File: src/design/cie_defines.vh
// constants for the clear-type instruction executor
`ifndef CIE_DEFINES_VH
`define CIE_DEFINES_VH
`define CIE_OP_W 14
`define CIE_CLRREG_MASK 14'h3F80
`define CIE_CLRREG_CODE 14'h0180
`define CIE_CLRACC_MASK 14'h3F80
`define CIE_CLRACC_CODE 14'h0100
`define CIE_WDRST_CODE 14'h0064
`define CIE_WDRST_MASK 14'h3FFF
`define CIE_OP_CLEAR 14'h0000
`define CIE_Q_STEP 2'h1
`define CIE_ADDR_LSB 0
`define CIE_ADDR_MSB 6
`define CIE_Q_LAST 2'h3
`define CIE_Q_FIRST 2'h0
`define CIE_ZERO_BYTE 8'h00
`endif

File: src/design/cie_clear_exec.v
// execution logic for the three clear-type instructions
//
// Behaviour
// - clear-register opcode writes zero into the register at the low seven address bits.
// - clear-register opcode sets zero flag, leaving other status bits untouched.
// - clear-accumulator opcode loads zero into the accumulator, low seven bits ignored.
// - clear-accumulator opcode sets zero flag, other status bits unchanged.
// - watchdog-restart opcode resets the watchdog counter to zero.
// - watchdog-restart opcode also clears the watchdog prescaler count.
// - watchdog-restart opcode sets time-out and power-down status bits to one.
//
// timing
// one instruction cycle is four clk cycles, counted by q_phase
// quarter 0 latches the opcode and its valid bit
// quarters 1 and 2 only let the decode settle
// the strobes are computed on the edge that ends quarter 3
// so they stand high for one clk in quarter 0 of the next instruction
// the next instruction is latched on the edge that ends that quarter 0, as the strobes fall
//
// outputs
// every strobe is a one-cycle pulse from a flip-flop
// register file and accumulator write zero while their strobe is high
// file_addr follows the held opcode every cycle, valid while file_we is high
// zero, time-out and power-down strobes go to the status register outside
// watchdog strobes go to the watchdog counter and its prescaler outside
// the three op strobes tell the core which clear ran
//
// hazards
// the fetch side may change opcode outside quarter 0, so only the held copy is decoded
// an invalid slot latches opcode_valid low and gives no strobe at all
// clear-accumulator ignores its low seven bits, any pattern there decodes
// watchdog restart must match all fourteen bits, it has no free bits
// status bits are not held here, the status register owns them
//
// limits
// no other instruction is decoded here
// reset restarts the quarter count from zero
// a reset in mid-instruction drops that instruction without any strobe
//
`timescale 1ns/1ps
`include "cie_defines.vh"

module cie_clear_exec #(
    parameter ADDR_W = 7,
    parameter DATA_W = 8
) (
    input wire clk,
    input wire rst_n,
    input wire [13:0] opcode,
    input wire opcode_valid,
    output reg [1:0] q_phase,
    output reg file_we,
    output reg [ADDR_W-1:0] file_addr,
    output reg [DATA_W-1:0] file_wdata,
    output reg acc_we,
    output reg [DATA_W-1:0] acc_wdata,
    output reg zero_flag_set,
    output reg watchdog_counter_clr,
    output reg prescaler_clr,
    output reg timeout_status_n_set,
    output reg powerdown_status_n_set,
    output reg clear_file_reg_op,
    output reg clear_accumulator_op,
    output reg watchdog_restart_op
);

    // opcode match against a mask and a code
    function match;
        input [13:0] op;
        input [13:0] mask;
        input [13:0] code;
        begin
            match = ((op & mask) == code);
        end
    endfunction

    // clear-register decode: upper seven bits fixed
    // the low seven bits are the register address
    function dec_clear_file;
        input [13:0] op;
        begin
            dec_clear_file = match(op, `CIE_CLRREG_MASK, `CIE_CLRREG_CODE);
        end
    endfunction

    // clear-accumulator decode: upper seven bits fixed
    // the low seven bits are don't-care
    function dec_clear_acc;
        input [13:0] op;
        begin
            dec_clear_acc = match(op, `CIE_CLRACC_MASK, `CIE_CLRACC_CODE);
        end
    endfunction

    // watchdog-restart decode: every bit must match
    // a near miss must never restart the watchdog
    function dec_restart;
        input [13:0] op;
        begin
            dec_restart = match(op, `CIE_WDRST_MASK, `CIE_WDRST_CODE);
        end
    endfunction

    ////////////////////////////////////////////////////////////////////////////
    // decode, latched at the first quarter of each instruction cycle
    reg [13:0] op_hold;
    reg op_ok;
    wire is_clrreg = op_ok && dec_clear_file(op_hold);
    wire is_clracc = op_ok && dec_clear_acc(op_hold);
    wire is_wdrst = op_ok && dec_restart(op_hold);
    wire last_q = (q_phase == `CIE_Q_LAST);

    // quarter counter and opcode capture
    // the counter wraps from 3 to 0, one instruction per four clk
    // the opcode is copied only in quarter 0
    always @(posedge clk or negedge rst_n) begin
        if (!rst_n) begin
            q_phase <= `CIE_Q_FIRST;
            op_hold <= `CIE_OP_CLEAR;
            op_ok <= 1'b0;
        end else begin
            q_phase <= q_phase + `CIE_Q_STEP;
            if (q_phase == `CIE_Q_FIRST) begin
                op_hold <= opcode;
                op_ok <= opcode_valid;
            end
        end
    end

    ////////////////////////////////////////////////////////////////////////////
    // next values of the strobes, all low outside the final quarter
    reg next_file_we;
    reg [ADDR_W-1:0] next_file_addr;
    reg next_acc_we;
    reg next_zero_flag_set;
    reg next_watchdog_counter_clr;
    reg next_prescaler_clr;
    reg next_timeout_status_n_set;
    reg next_powerdown_status_n_set;
    reg next_clear_file_reg_op;
    reg next_clear_accumulator_op;
    reg next_watchdog_restart_op;

    // strobe selection for the instruction held since quarter 0
    always @* begin
        next_file_we = 1'b0;
        next_file_addr = op_hold[`CIE_ADDR_MSB:`CIE_ADDR_LSB];
        next_acc_we = 1'b0;
        next_zero_flag_set = 1'b0;
        next_watchdog_counter_clr = 1'b0;
        next_prescaler_clr = 1'b0;
        next_timeout_status_n_set = 1'b0;
        next_powerdown_status_n_set = 1'b0;
        next_clear_file_reg_op = 1'b0;
        next_clear_accumulator_op = 1'b0;
        next_watchdog_restart_op = 1'b0;
        if (last_q) begin
            if (is_clrreg) begin
                next_file_we = 1'b1;
                next_zero_flag_set = 1'b1;
                next_clear_file_reg_op = 1'b1;
            end
            if (is_clracc) begin
                next_acc_we = 1'b1;
                next_zero_flag_set = 1'b1;
                next_clear_accumulator_op = 1'b1;
            end
            if (is_wdrst) begin
                next_watchdog_counter_clr = 1'b1;
                next_prescaler_clr = 1'b1;
                next_timeout_status_n_set = 1'b1;
                next_powerdown_status_n_set = 1'b1;
                next_watchdog_restart_op = 1'b1;
            end
        end
    end

    ////////////////////////////////////////////////////////////////////////////
    // write strobes, one-cycle pulses in quarter 0 of the next instruction
    always @(posedge clk or negedge rst_n) begin
        if (!rst_n) begin
            file_we <= 1'b0;
            file_addr <= {ADDR_W{1'b0}};
            file_wdata <= {DATA_W{1'b0}};
            acc_we <= 1'b0;
            acc_wdata <= {DATA_W{1'b0}};
            zero_flag_set <= 1'b0;
            watchdog_counter_clr <= 1'b0;
            prescaler_clr <= 1'b0;
            timeout_status_n_set <= 1'b0;
            powerdown_status_n_set <= 1'b0;
            clear_file_reg_op <= 1'b0;
            clear_accumulator_op <= 1'b0;
            watchdog_restart_op <= 1'b0;
        end else begin
            file_we <= next_file_we;
            file_addr <= next_file_addr;
            file_wdata <= {DATA_W{1'b0}};
            acc_we <= next_acc_we;
            acc_wdata <= {DATA_W{1'b0}};
            zero_flag_set <= next_zero_flag_set;
            watchdog_counter_clr <= next_watchdog_counter_clr;
            prescaler_clr <= next_prescaler_clr;
            timeout_status_n_set <= next_timeout_status_n_set;
            powerdown_status_n_set <= next_powerdown_status_n_set;
            clear_file_reg_op <= next_clear_file_reg_op;
            clear_accumulator_op <= next_clear_accumulator_op;
            watchdog_restart_op <= next_watchdog_restart_op;
        end
    end

endmodule // cie_clear_exec

File: config.mk
export PLATFORM = sky130hd
export DESIGN_NAME = cie_clear_exec
export DESIGN_NICKNAME = d
export VERILOG_FILES = /design/src/design/cie_clear_exec.v
export VERILOG_INCLUDE_DIRS = /design/src /design/src/design
export SDC_FILE = /design/constraint.sdc
export NUM_CORES = 1
export LEC_CHECK = 0
export BUFFER_PORTS_ARGS = -buffer_cell sky130_fd_sc_hd__buf_4
export CAP_MARGIN = 10
export CELL_PAD_IN_SITES_DETAIL_PLACEMENT = 1
export CELL_PAD_IN_SITES_GLOBAL_PLACEMENT = 2
export CORE_MARGIN = 2
export CORE_UTILIZATION = 29
export CTS_CLUSTER_DIAMETER = 120
export DETAILED_ROUTE_END_ITERATION = 7
export PLACE_DENSITY = 0.85
export RECOVER_POWER = 100
export SYNTH_ARGS = -nofsm -noshare
export SYNTH_HDL_FRONTEND = slang
export SYNTH_SLANG_ARGS = --single-unit
File: constraint.sdc
create_clock -name clk -period 1.7 [get_ports clk]
set_input_delay 0.34 -clock clk [delete_from_list [all_inputs] [get_ports clk]]
set_output_delay 0.34 -clock clk [all_outputs]
set_load 0.005 [all_outputs]
==> results.tsv <==
stage	metric	value	unit
layout	fillCellCount	435	
synth	avgSynthCellArea	14.0	um^2
synth	ys_ff_latch	28	
layout	mostFrequentLayoutCell	dfrtp_1	
routing	post_drt_wl_per_cell	11.9	um
worst_setup_path	critPathLaunchType	register	
cts	cts_setup_buffers	0	
timing	finalMaxSlewViolations	0	
synth	yosysSeqAreaShare	60.2	%
timing	hold_viol	0	
cts	root_buffer	clkbuf_8	
layout	final-seq-area	701	um^2
routing	vias	659	
worst_setup_path	crit_slowest_cell	dfrtp_1	
worst_setup_path	slowest_delay	0.41	ns
layout	area_delta_synth_final	21.6	%
synth	yosysWarningCount	0	
power	vdd_drop_max	0.299	mV
worst_setup_path	crit_chain	inv_1 -> ha_1 -> clkbuf_1 -> mux2_2	
floorplan	die_x	67.3	um
worst_setup_path	crit_buf_inv	2	
place	port_buffers	35	
power	powerDensity	835	nW/um^2
worst_setup_path	crit_arrival	1.62	ns
cts	cts_sinks	28	
floorplan	die_area	4540	um^2
floorplan	core-area	3940	um^2
worst_setup_path	cpLargestDelayFamily	flip-flops	
timing	setup_violations	0	
layout	final_cell_mix	dfrtp_1, conb_1, buf_4, mux2_2, clkbuf_4	
place	hpwlAfterDp	1.60	mm
timing	worstMarginPinSlew	0.669	ns
worst_setup_path	critPathCaptureType	register	
layout	diodes	0	
cts	cts_buffer_depth	2	
synth	ys_types	15	
floorplan	initial_core_util	29.5	%
power	p_leak	0.000669	uW
routing	antenna_left	0	
routing	drt_pass1_iterations	3	
timing	rsz0062_at_grt	no	
timing	relSlewSlack	55.4	%
timing	period_needed	1.46	ns
global_routing	grt-ovfl-total	0	
floorplan	ioPinCount	52	
status	outcome	finished, final reports clean	
place	gp_congestion	0.814	
global_routing	antenna_found_initial	0	
synth	synthesis.area	1160	um^2
routing	drtIter0Drc	20	
flow_run	cap_violations	0	
cts	clk_pin_slew	0.09	ns
routing	drt-total-wl	1.97	mm
global_routing	grt_max_degree	29	
power	finalPower	1180	uW
routing	vias_per_cell	3.97	
global_routing	grt_pass1_vias	643	
cts	h-tree-depth	1	
cts	clk_latency	0.27	ns
worst_setup_path	crit_type	reg -> reg	
global_routing	track_usage	8.71	%
layout	drive_above_1_share	42.2	%
layout	nets	136	
timing	post-route-period-util	86.1	%
timing	fmax	683	MHz
routing	drc	0	
cts	cts_tree	built	
timing	fin_tns_setup	0	ns
worst_hold_path	hp-class	in -> reg	
floorplan	num_rows	23	
worst_setup_path	cp_data_required_time	1.85	ns
synth	synth_cells	83	
cts	cts-buffers-inserted	3	
global_routing	grt_pass1_wl	2.92	mm
timing	fin_skew	0.00626	ns
layout	multi_input_comb_area	323	um^2
worst_setup_path	crit_fanout	7	
floorplan	chipHeight	67.3	um
cell usage after synthesis:
cell type,n,area [um^2]
or4_1,1,7.51
nor2_1,1,3.75
buf_4,22,165
conb_1,1,3.75
ha_1,2,25.0
nand2_1,1,3.75
dfrtp_1,28,701
mux2_2,14,158
inv_1,3,11.3
o21ai_0,1,5.00
or4b_4,1,13.8
nor3_1,2,10.0
or4bb_1,3,33.8
buf_2,2,10.0
nor4_2,1,12.5
logic make-up (layout without fill, tap and decap cells):
| kind of cell | after synthesis | count (layout) | synth area share (%) |
|---|---|---|---|
| DFF | 28 | 28 | 60.2 |
| buffers and inverters | 27 | 45 | 16.0 |
| muxes | 14 | 14 | 13.5 |
| and+or+nand+nor | 10 | 10 | 7.31 |
| adders and majority gates | 2 | 2 | 2.15 |
| other | 1 | 16 | 0.322 |
| AOI/OAI and AO/OA | 1 | 1 | 0.430 |
power breakdown:
group | leakage (uW) | switching, uW | internal, uW
combinational | 0.000305 | 36.1 | 48.0
sequential | 0.000336 | 13.4 | 692
clock | 0.0000288 | 186 | 207
total | 0.000669 | 236 | 947
metrics by stage:
stage	instance area [um^2]	cells	hold WS, ns	util [%]	setup WS, ns
2_1_floorplan	1220	98	0.0444	-	0.285
3_3_place_gp	1390	161	0.268	35.1	0.437
3_5_place_dp	1390	161	0.272	35.1	0.376
4_1_cts	1450	166	0.291	36.8	0.325
5_1_grt	1420	166	0.289	35.9	0.113
6_report	1420	166	0.288	35.9	0.236
what timing repair did:
action | 4_1_cts | 5_1_grt
hold buffers | 1 | 0
hold endpoints to repair | 28 | 0
endpoints found under the setup margin | 0 | 0
gates resized for setup | 0 | 0
flip-flops by register name, indices dropped and copies added, names as in the netlist:
name / flops
op_ok: 1
clear_accumulator_op: 1
watchdog_restart_op: 1
zero_flag_set: 1
q_phase: 2
op_hold: 14
file_addr: 7
clear_file_reg_op: 1
per-layer routing:
layer  vias up  share of wire [%]  wire length [um]  GRT usage [%]
met5         -                  0                 0              0
met4         0                  0                 0           1.53
met3         0                8.9               176           3.83
met2        28                 53              1040           15.8
met1       328                 38               752           9.42
li1        303                  -                 -              -
tightest hold or removal path, cell delays in order:
cell and delay [ns]:
buf_4 0.08, nand2_1 0.04, o21ai_0 0.06
final timing paths:
check                            from                 to  slack (ns)  cells past startpoint
setup / recovery           q_phase[0]        op_hold[11]        0.24                      4
hold / removal              opcode[7]         op_hold[7]        0.29                      3
setup reg to reg           q_phase[0]        op_hold[11]        0.24                      4
hold reg to reg            op_hold[2]       file_addr[2]        0.40                      0
max in group asynchronous       rst_n       file_addr[0]        0.62                      2
min in group asynchronous       rst_n  clear_file_reg_op        0.64                      2
area by class of cell:
| cell class | instances | share of cell area, % |
|---|---|---|
| timing repair buffer | 38 | 18.6 |
| tap | 50 | 4.42 |
| clock buffer | 4 | 3.89 |
| inverter | 3 | 0.796 |
| sequential | 28 | 49.5 |
| multi-input combinational | 43 | 22.8 |
Note: power is estimated with default switching activity, not from simulation.
